`src/rtl/cis_map.svh`:
```
// register offsets, field positions, reset values and cycle counts
// Function
// - core clock straight from source, no divider
// - arbitration runs alongside the executing instruction
// - register operand write-back finishes in one cycle
// - distinct vectors; take needs source and global enable
// - lowest vector wins; reset highest, then request zero
// - table select moves vectors to boot start
// - reset vector fuse starts at boot start
// - boot lock bits suppress interrupts by pc
// - accepting clears global enable
// - return sets global enable; nesting when set
// - vectoring clears flag with pc redirect
// - writing one clears flag, zero keeps
// - masked flags stay pending until served
// - level sources request only while present
// - one instruction runs after return first
// - status flags never saved or restored
// - clear global enable acts at once
// - instruction after set runs before interrupts
// - entry takes four cycles, pushes pc
// - jump at vector takes three cycles
// - multi-cycle instruction completes before entry
// - wake from sleep adds four entry cycles
// - return takes four cycles, pops, sets enable
// - global enable is status bit seven
// - entry push lowers stack pointer by two
`ifndef CIS_MAP_SVH
`define CIS_MAP_SVH
`define CIS_OFS_STATUS 8'h00
`define CIS_OFS_ENABLE 8'h04
`define CIS_OFS_FLAGS 8'h08
`define CIS_OFS_CONTROL 8'h0C
`define CIS_OFS_STACK 8'h10
`define CIS_OFS_SEQ 8'h14
`define CIS_GIE_BIT 7
`define CIS_VTS_BIT 0
`define CIS_STATUS_RST 8'h00
`define CIS_SP_RST 16'h0000
`define CIS_ENTRY_CYC 4'h4
`define CIS_WAKE_CYC 4'h4
`define CIS_JUMP_CYC 4'h3
`define CIS_RETURN_CYC 4'h4
`define CIS_PC_BYTES 16'h0002
`define CIS_SP_STEP 16'h0001
`define CIS_CNT_ONE 4'h1
`define CIS_CNT_TWO 4'h2
`define CIS_CNT_THREE 4'h3
`endif

```
`src/rtl/cis_pkg.sv`:
```
// types shared by the interrupt sequencer modules
package cis_pkg;
  // sequencer states
  typedef enum logic [2:0]
  {
    CIS_RSTV = 3'b000,
    CIS_IDLE = 3'b001,
    CIS_ENTRY = 3'b010,
    CIS_JUMP = 3'b011,
    CIS_RETURN = 3'b100
  } cis_state_e;
endpackage

```
`src/rtl/cis_req_if.sv`:
```
// request bundle between flag bank, arbiter and sequencer
`timescale 1ns/10ps
interface cis_req_if #(parameter int SRC = 8);
  localparam int IDX_W = (SRC > 1) ? $clog2(SRC) : 1;
  logic [SRC-1:0] pending; // flag or live level per source
  logic [SRC-1:0] enable; // per-source enables
  logic [SRC-1:0] clearMask; // software write-one-to-clear
  logic [SRC-1:0] ackMask; // hardware clear at vectoring
  logic anyReq; // some enabled source pending
  logic [IDX_W-1:0] winner; // lowest pending enabled index
  modport flags (input clearMask, input ackMask, output pending);
  modport arb (input pending, input enable, output anyReq, output winner);
  modport core (output clearMask, output ackMask, output enable,
    input pending, input anyReq, input winner);
endinterface

```
`src/rtl/cis_flags.sv`:
```
// per-source pending flags, flag-type or level-type
`timescale 1ns/10ps
module cis_flags #(
  parameter int SRC = 8,
  parameter logic [SRC-1:0] LEVEL_MASK = '0
)
(
  input wire logic clock,
  input wire logic rst_n,
  input wire logic [SRC-1:0] srcEvent,
  input wire logic [SRC-1:0] srcLevel,
  cis_req_if.flags ifc
);
  logic [SRC-1:0] flag; // sticky event flags
  logic [SRC-1:0] next_flag; // next flag value per source
  genvar i;
  generate
    for (i = 0; i < SRC; i++)
    begin : g_src
      // set beats clear so a same-cycle event is kept
      assign next_flag[i] = srcEvent[i] |
        (flag[i] & ~ifc.clearMask[i] & ~ifc.ackMask[i]);
      // level sources bypass the flag entirely
      assign ifc.pending[i] = LEVEL_MASK[i] ? srcLevel[i] : flag[i];
    end
  endgenerate
  // all flags update together from one process
  always_ff @(posedge clock)
  begin
    if (!rst_n)
      flag <= '0;
    else
      flag <= next_flag;
  end
endmodule

```
`src/rtl/cis_arbiter.sv`:
```
// fixed priority pick, lowest index means lowest vector
`timescale 1ns/10ps
module cis_arbiter #(
  parameter int SRC = 8
)
(
  cis_req_if.arb ifc
);
  localparam int IDX_W = (SRC > 1) ? $clog2(SRC) : 1;
  // lowest set bit index
  function automatic logic [IDX_W-1:0] pickLowest(input logic [SRC-1:0] v);
    logic [IDX_W-1:0] idx;
    idx = '0;
    for (int i = SRC - 1; i >= 0; i--)
      if (v[i])
        idx = IDX_W'(i);
    return idx;
  endfunction
  wire logic [SRC-1:0] live = ifc.pending & ifc.enable;
  assign ifc.anyReq = |live;
  assign ifc.winner = pickLowest(live);
endmodule

```
`src/rtl/cis_top.sv`:
```
// interrupt and reset vectoring sequencer with avalon registers
//
// Added by the designer: the Avalon-MM interface to the registers and the register addresses.
`timescale 1ns/10ps
`include "cis_map.svh"
module cis_top
  import cis_pkg::*;
#(
  parameter int SRC = 8, // index 0 is external_request_zero
  parameter logic [SRC-1:0] LEVEL_MASK = '0, // ones mark level sources
  parameter int PC_W = 13,
  parameter logic [PC_W-1:0] BOOT_START = 13'h1C00, // boot section base
  parameter int VEC_STEP = 2 // words per vector slot
)
(
  input wire logic clock, // core_clock, no divider
  input wire logic rst_n,
  input wire logic [7:0] address,
  input wire logic read,
  input wire logic write,
  input wire logic [31:0] writedata,
  output logic [31:0] readdata,
  output logic waitrequest,
  input wire logic [SRC-1:0] srcEvent,
  input wire logic [SRC-1:0] srcLevel,
  output logic [SRC-1:0] srcAck,
  input wire logic instrDone,
  input wire logic opSetGie,
  input wire logic opClearGie,
  input wire logic opReturn,
  input wire logic coreSleeping,
  input wire logic [PC_W-1:0] pcNow,
  input wire logic resetVectorFuse,
  input wire logic appLockBitTwo,
  input wire logic bootLockBitTwo,
  output logic busy,
  output logic pcLoad,
  output logic [PC_W-1:0] pcTarget,
  output logic stackWe,
  output logic stackRe,
  output logic [15:0] stackAddr,
  output logic [7:0] stackWdata,
  input wire logic [7:0] stackRdata,
  output logic wakeRequest
);
  localparam int IDX_W = (SRC > 1) ? $clog2(SRC) : 1;

  // one-hot of a source index, used for ack and checks
  function automatic logic [SRC-1:0] oneHot(input logic [IDX_W-1:0] idx);
    logic [SRC-1:0] v;
    v = '0;
    v[idx] = 1'b1;
    return v;
  endfunction

  cis_state_e state; // sequencer state
  cis_state_e next_state;
  logic [3:0] cnt; // cycle count inside a state
  logic [3:0] next_cnt;
  logic [7:0] status; // status_flags_register
  logic [SRC-1:0] enable; // per-source enables
  logic vectorTableSelect; // core_control_register bit
  logic [15:0] sp; // stack pointer
  logic [PC_W-1:0] retPc; // return address being pushed
  logic [IDX_W-1:0] winnerIdx; // latched winner
  logic sleepTaken; // accepted while asleep
  logic holdOne; // no instruction done since set or return
  logic [7:0] retHi; // popped high byte

  // request bundle shared with flags and arbiter
  cis_req_if #(.SRC(SRC)) ifc ();

  cis_flags #(.SRC(SRC), .LEVEL_MASK(LEVEL_MASK)) flags
  (
    .clock(clock),
    .rst_n(rst_n),
    .srcEvent(srcEvent),
    .srcLevel(srcLevel),
    .ifc(ifc.flags)
  );

  cis_arbiter #(.SRC(SRC)) arb
  (
    .ifc(ifc.arb)
  );

  // bus decode: first cycle answers, second cycle commits
  wire logic busReq = (read | write) & waitrequest;
  wire logic busWr = write & ~waitrequest;
  wire logic wrStatus = busWr & (address == `CIS_OFS_STATUS);
  wire logic wrEnable = busWr & (address == `CIS_OFS_ENABLE);
  wire logic wrFlags = busWr & (address == `CIS_OFS_FLAGS);
  wire logic wrControl = busWr & (address == `CIS_OFS_CONTROL);
  wire logic wrStack = busWr & (address == `CIS_OFS_STACK);

  // read mux, unmapped offsets read zero
  wire logic [31:0] rdValue =
    (address == `CIS_OFS_STATUS) ? 32'(status) :
    (address == `CIS_OFS_ENABLE) ? 32'(enable) :
    (address == `CIS_OFS_FLAGS) ? 32'(ifc.pending) :
    (address == `CIS_OFS_CONTROL) ? 32'(vectorTableSelect) :
    (address == `CIS_OFS_STACK) ? 32'(sp) :
    (address == `CIS_OFS_SEQ) ? 32'({winnerIdx, state}) : '0;

  // global enable sits in bit seven
  wire logic gie = status[`CIS_GIE_BIT];

  // boot lock suppression by where the pc runs
  wire logic pcInBoot = pcNow >= BOOT_START;
  wire logic lockSuppress =
    (appLockBitTwo & vectorTableSelect & ~pcInBoot) |
    (bootLockBitTwo & ~vectorTableSelect & pcInBoot);

  // request qualifies; a same-cycle clear kills it
  wire logic reqReady = ifc.anyReq & gie & ~opClearGie
    & ~lockSuppress;

  // only whole-instruction boundaries, or sleep once released
  wire logic boundary = instrDone
    | (coreSleeping & ~holdOne);

  // evaluated every cycle in parallel with execution
  wire logic accept = (state == CIS_IDLE) & boundary & reqReady
    & ~opSetGie & ~opReturn;

  // entry length grows when the core was asleep
  wire logic [3:0] entryLen = sleepTaken ?
    4'(`CIS_ENTRY_CYC + `CIS_WAKE_CYC) : `CIS_ENTRY_CYC;
  wire logic lastEntry = (state == CIS_ENTRY)
    & (cnt == 4'(entryLen - `CIS_CNT_ONE));
  wire logic lastJump = (state == CIS_JUMP)
    & (cnt == 4'(`CIS_JUMP_CYC - `CIS_CNT_ONE));
  wire logic lastReturn = (state == CIS_RETURN)
    & (cnt == 4'(`CIS_RETURN_CYC - `CIS_CNT_ONE));

  // stack port steps for push and pop
  wire logic pushLow = (state == CIS_ENTRY) & (cnt == '0);
  wire logic pushHigh = (state == CIS_ENTRY) & (cnt == `CIS_CNT_ONE);
  wire logic popHigh = (state == CIS_RETURN) & (cnt == '0);
  wire logic popLow = (state == CIS_RETURN) & (cnt == `CIS_CNT_ONE);
  wire logic catchHigh = (state == CIS_RETURN) & (cnt == `CIS_CNT_TWO);
  wire logic [15:0] retWide = 16'(retPc);

  // vector slot: base moves to boot start when selected
  wire logic [PC_W-1:0] vecBase = vectorTableSelect ?
    BOOT_START : '0;
  wire logic [PC_W-1:0] vecAddr = PC_W'(vecBase
    + PC_W'((winnerIdx + `CIS_CNT_ONE) * VEC_STEP));

  // reset vector from the fuse, read after release
  wire logic [PC_W-1:0] resetPc = resetVectorFuse ?
    BOOT_START : '0;

  // popped return address
  wire logic [15:0] poppedWide = {retHi, stackRdata};

  // ack strobe and flag clear at the pc redirect
  // only flag-type sources get the acknowledge
  assign ifc.ackMask = lastEntry ?
    (oneHot(winnerIdx) & ~LEVEL_MASK) : '0;
  assign ifc.clearMask = wrFlags ? writedata[SRC-1:0] : '0;
  assign ifc.enable = enable;

  // next global enable: hardware events override software
  wire logic next_gie = accept ? 1'b0 :
    opClearGie ? 1'b0 :
    (opSetGie | lastReturn) ? 1'b1 :
    wrStatus ? writedata[`CIS_GIE_BIT] : gie;

  // other status bits only change by software write
  wire logic [6:0] next_lowFlags = wrStatus ?
    writedata[6:0] : status[6:0];

  // stack pointer: push lowers, pop raises, both by two
  wire logic [15:0] next_sp =
    lastEntry ? 16'(sp - `CIS_PC_BYTES) :
    lastReturn ? 16'(sp + `CIS_PC_BYTES) :
    wrStack ? writedata[15:0] : sp;

  wire logic [15:0] next_stackAddr =
    pushLow ? sp :
    pushHigh ? 16'(sp - `CIS_SP_STEP) :
    popHigh ? 16'(sp + `CIS_SP_STEP) :
    popLow ? 16'(sp + `CIS_PC_BYTES) : stackAddr;

  wire logic [PC_W-1:0] next_pcTarget =
    (state == CIS_RSTV) ? resetPc :
    lastEntry ? vecAddr :
    lastReturn ? poppedWide[PC_W-1:0] : pcTarget;

  // state machine
  always_comb
  begin
    next_state = state;
    next_cnt = cnt;
    case (state)
      CIS_RSTV:
      begin
        next_state = CIS_IDLE; // reset vector issued
      end
      CIS_IDLE:
      begin
        next_cnt = '0;
        if (accept)
          next_state = CIS_ENTRY;
        else if (opReturn)
          next_state = CIS_RETURN;
      end
      CIS_ENTRY:
      begin
        next_cnt = 4'(cnt + `CIS_CNT_ONE);
        if (lastEntry)
        begin
          next_state = CIS_JUMP;
          next_cnt = '0;
        end
      end
      CIS_JUMP:
      begin
        next_cnt = 4'(cnt + `CIS_CNT_ONE);
        if (lastJump)
          next_state = CIS_IDLE;
      end
      CIS_RETURN:
      begin
        next_cnt = 4'(cnt + `CIS_CNT_ONE);
        if (lastReturn)
          next_state = CIS_IDLE;
      end
      default:
      begin
        next_state = CIS_IDLE;
        next_cnt = '0;
      end
    endcase
  end

  // sequencer registers
  always_ff @(posedge clock)
  begin
    if (!rst_n)
    begin
      state <= CIS_RSTV;
      cnt <= '0;
      holdOne <= 1'b0;
    end
    else
    begin
      state <= next_state;
      cnt <= next_cnt;
      holdOne <= (opSetGie | lastReturn) | (holdOne & ~instrDone);
    end
  end

  // entry context latched at acceptance, popped high byte caught during return
  always_ff @(posedge clock)
  begin
    if (!rst_n)
    begin
      retPc <= '0;
      winnerIdx <= '0;
      sleepTaken <= 1'b0;
      retHi <= 8'h00;
    end
    else
    begin
      if (accept)
      begin
        retPc <= pcNow;
        winnerIdx <= ifc.winner;
        sleepTaken <= coreSleeping;
      end
      if (catchHigh)
        retHi <= stackRdata;
    end
  end

  // software visible registers
  always_ff @(posedge clock)
  begin
    if (!rst_n)
    begin
      status <= `CIS_STATUS_RST;
      enable <= '0;
      vectorTableSelect <= 1'b0;
      sp <= `CIS_SP_RST;
    end
    else
    begin
      status <= {next_gie, next_lowFlags};
      sp <= next_sp;
      if (wrEnable)
        enable <= writedata[SRC-1:0];
      if (wrControl)
        vectorTableSelect <= writedata[`CIS_VTS_BIT];
    end
  end

  // avalon answer: waitrequest drops one cycle after request
  always_ff @(posedge clock)
  begin
    if (!rst_n)
    begin
      waitrequest <= 1'b1;
      readdata <= '0;
    end
    else
    begin
      waitrequest <= ~busReq;
      if (busReq & read)
        readdata <= rdValue;
    end
  end

  // registered outputs toward the pipeline and stack
  always_ff @(posedge clock)
  begin
    if (!rst_n)
    begin
      busy <= 1'b1;
      pcLoad <= 1'b0;
      pcTarget <= '0;
      srcAck <= '0;
      stackWe <= 1'b0;
      stackRe <= 1'b0;
      stackAddr <= `CIS_SP_RST;
      stackWdata <= 8'h00;
      wakeRequest <= 1'b0;
    end
    else
    begin
      busy <= next_state != CIS_IDLE;
      pcLoad <= (state == CIS_RSTV) | lastEntry | lastReturn;
      pcTarget <= next_pcTarget;
      srcAck <= ifc.ackMask;
      stackWe <= pushLow | pushHigh;
      stackRe <= popHigh | popLow;
      stackAddr <= next_stackAddr;
      stackWdata <= pushLow ? retWide[7:0] : retWide[15:8];
      wakeRequest <= coreSleeping & reqReady;
    end
  end

  // checks
  wire logic [SRC-1:0] evtFlag = srcEvent & ~LEVEL_MASK;
  wire logic [SRC-1:0] liveReq = ifc.pending & enable;
endmodule

```
`config.mk`:
```
export PLATFORM = sky130hd
export DESIGN_NAME = cis_top
export DESIGN_NICKNAME = d
export VERILOG_FILES = /design/src/rtl/cis_pkg.sv /design/src/rtl/cis_req_if.sv /design/src/rtl/cis_flags.sv /design/src/rtl/cis_arbiter.sv /design/src/rtl/cis_top.sv
export VERILOG_INCLUDE_DIRS = /design/src /design/src/rtl
export SDC_FILE = /design/constraint.sdc
export NUM_CORES = 1
export LEC_CHECK = 0
export BUFFER_PORTS_ARGS = -buffer_cell sky130_fd_sc_hd__buf_2
export CAP_MARGIN = 5
export CORE_ASPECT_RATIO = 1.4
export CORE_UTILIZATION = 59
export CTS_CLUSTER_SIZE = 40
export DETAILED_ROUTE_END_ITERATION = 8
export PLACE_DENSITY = 0.95
export SYNTH_ARGS = -nofsm -noshare
export SYNTH_HDL_FRONTEND = slang
export SYNTH_SLANG_ARGS = --single-unit
```
`constraint.sdc`:
```
create_clock -name clock -period 4.9 [get_ports clock]
set_input_delay 0.98 -clock clock [delete_from_list [all_inputs] [get_ports clock]]
set_output_delay 0.98 -clock clock [all_outputs]
set_load 0.005 [all_outputs]
```
==> key figures <==
Pwr
  – Psw: just under 0.7 mW
  – Clock power share: 0.503
  – Switch share: 0.247
  – PnR Total Power: between 2 and 3 mW
  – P_leak: between 3 and 4 nW
  – Comb pwr share: 0.075
  – Sequential share of power: 0.422
  – Peak supply drop: 291 µV
  – Int Pwr: 2.09 mW
  – PwrDens: between 300 and 400 nW/µm²

Timing
  – Skew final: between 0.005 and 0.006 ns
  – Period minus WS final: roughly 3.2 ns
  – Final period util: 0.659
  – RSZ-0062 raised after global routing: false
  – Maximum clock frequency: 309 MHz
  – Max-slew violation count: 0
  – Finish-stage setup viols: 0
  – Total negative setup slack: 0 ns
  – Actual slew at the worst max-slew pin: around 1.1 ns
  – Final hold vios: 0
  – Slew headroom: 0.272

Worst setup path
  – CP cell instances: buf_2 > or4_1 > nor3_1 > nor4b_2 > a22oi_1 > nor2_1
  – Reg-to-Reg Start: state[2]
  – Worst R2R Path Depth: 5
  – Worst setup SP type: input pin
  – WP data arrival: about 3.6 ns
  – CP max FO: 8
  – Slowest CP cell: nor4b_2
  – Worst Setup SP: address[0]
  – Worst r2r dst: sp[14]
  – Critical Path End: readdata[14]
  – Crit path depth: 6
  – Flop-to-flop setup slack: roughly 1.7 ns
  – Slowest stage delay, CP: about 0.80 ns
  – Data required, critical path: 5.25 ns
  – Critical path class: in -> reg
  – CP Capture Type: register
  – Cell family with most CP delay: simple AND/OR/NAND/NOR gates
  – Buffers & Inverters on Critical Path: 1

Route
  – Number of DRC markers in iteration 0: 1114
  – Initial DRT Pass Iterations: 7
  – Vias per cell: a little under 7
  – Via count: 7820
  – Final wirelength: between 20000 and 25000 µm
  – DR WL/cell: a little under 20 µm
  – Post-route ant nets: 0
  – Drt drc: 0

Finish
  – Most frequent cells in the layout: dfxtp_1, buf_2, nand2_1
  – Layout area overhead: 16.1%
  – Commonest non-fill, non-tap cell in the layout: dfxtp_1
  – Final Core Density: 0.700
  – # nets final: about 1100
  – Final instance area: ~8600 µm²
  – Layout filler cell count: 934
  – Layout cells sized above 1: 0.200
  – Antenna cells: 0

Hold path
  – Hold Path Class: reg -> reg

CTS
  – Total CTS buffers: 17
  – Max Buffers Root-to-Sink: 2
  – Clock-pin slew on the worst setup and hold paths: 0.06 ns
  – Clock sink count: around 140
  – Hold Buf Count CTS: 0
  – H-tree depth: 4
  – Worst skew pair latency: 0.43 ns
  – Clock tree from TritonCTS: yes
  – Setup bufs post-CTS: 0
  – PostCTS Resize Cnt: 0
  – Root buffer cell: clkbuf_16

Global routing
  – First-pass GRT wire length: approximately 37000 µm
  – Initial antenna violation count: 0
  – Vias in the first global route: 7374
  – GRT Total Usage: 0.364
  – Grt total ovfl: 0
  – Largest net degree at the start of global routing: 47

Floorplanning
  – Die area: between 10000 and 15000 µm²
  – Initial Util: 0.603
  – Core Rows: between 40 and 50
  – Die Wd: 96.5 µm
  – Ports: 172
  – Core area: ~12000 µm²
  – Die Y: 134 µm

Logic synthesis
  – Post-synthesis register bit count: approximately 140
  – Adder-cell share of the synthesized area: 0.0169
  – Post-Synth Simple-Gate Area: 0.233
  – Largest family of logic cells by synthesized area: compound AO/OA/AOI/OAI gates
  – Ys flop type: dfxtp_1
  – Yosys warns: 0
  – Mean Syn Cell Area: approximately 8.0 µm²
  – Mapped Area: about 7400 µm²
  – Mux share of post-synthesis cell area: 0.0573
  – XOR/XNOR Fraction of Synth Area: 0.0166
  – Netlist cell types: approximately 70
  – EDFF count, synth: 0
  – Post-synth top area cell: dfxtp_1
  – Sequential area share after synthesis: 0.374
  – Async SR Flop Fraction: 0
  – Share of the synthesized area in the top cell type: 0.374
  – Synth area leaders: dfxtp_1, mux2i_1, nand2_1
  – Complex-gate fraction of the synthesized area: 0.233
  – Post-synthesis cell count: 918

Run status
  – Status: complete, no violations

Placed design
  – Post-DP HPWL: 15400 µm
  – Routability cong.: 0.939
  – Cell Area, Placed: about 7900 µm²
  – PortBufs: approximately 130

Run
  – Max Cap Viol: 0
## worst min-delay path by stage
stage	from	end	slack [ns]	cells after the start
after global placement	pcTarget[8]	pcTarget[8]	0.44	2
after floorplan	status[0]	status[0]	0.43	2
final	status[3]	status[3]	0.45	2
after CTS	pcTarget[8]	pcTarget[8]	0.45	2
after detailed placement	retPc[3]	stackWdata[3]	0.44	2
after global routing	status[6]	status[6]	0.47	2
## cell families (layout without fill, tap and decap cells)
kind of cell / after synthesis / in the layout
and+or+nand+nor: 341 / 341
AOI/OAI and AO/OA: 258 / 258
DFF: 138 / 138
buffers and inverters: 114 / 190
muxes: 42 / 42
xor gates and xnor gates: 14 / 14
adders and majority gates: 10 / 10
other: 1 / 16
## routing by layer
layer,up-vias,GRT usage,share of wire
met5,-,0,0
met4,0,0.218,0.069
met3,165,0.0794,0.089
met2,564,0.598,0.49
met1,3606,0.425,0.36
li1,3485,-,-
## state kept, by name (all words and copies together) (netlist names), 4 cells and up
register / cells
readdata: 16
sp: 16
stackAddr: 16
pcTarget: 13
retPc: 13
enable: 8
flags.ifc.pending: 8
srcAck: 8
stackWdata: 8
status: 8
retHi: 5
cnt: 4
## worst reg2reg max path, delay by kind of cell, from the launching register on
| family | cells | cell delay (ns) |
|---|---|---|
| simple gates | 3 | 1.98 |
| flops | 1 | 0.67 |
| compound gates | 2 | 0.44 |
## synthesized netlist by cell type (11+ instances only)
master and count:
nand3_1 29, o21ai_0 39, or3_1 13, nand4_1 12, a22oi_1 23, buf_4 16
nor4_1 12, dfxtp_1 138, nor2_1 84, mux2i_1 40, nor3_1 24, a21oi_1 70
inv_1 16, a211oi_1 16, a31oi_1 12, o211ai_1 12, nand2_1 100, o22ai_1 11
clkbuf_1 71
## per-stage QoR
stage               setup slack, ns  std cells  hold WS (ns)
finish                         1.67       1159         0.451
global route                   1.51       1159         0.469
CTS                            1.76       1159         0.453
detailed placement             1.42       1127         0.444
global placement               1.46       1127         0.436
floorplan                      2.03        933         0.429
## area by class of cell
| type | instances | area [µm²] | area share |
|---|---|---|---|
| multi-input cells | 681 | 4180 | 0.488 |
| inverters | 16 | 60.1 | 0.00701 |
| repair buffers | 142 | 738 | 0.0861 |
| flip-flops and latches | 138 | 2760 | 0.322 |
| clock inverters | 15 | 213 | 0.0248 |
| well taps | 150 | 188 | 0.0219 |
| clock buffers | 17 | 425 | 0.0496 |
## power by group through the flow
stage	Combinational, mW	Sequential [mW]	Clock (mW)
3_5_place_dp	0.200	1.19	0
2_1_floorplan	0.135	1.18	0
4_1_cts	0.204	1.17	1.39
3_3_place_gp	0.195	1.19	0
5_1_grt	0.228	1.17	1.44
6_report	0.209	1.17	1.39
Note: power is estimated with default switching activity, not from simulation.
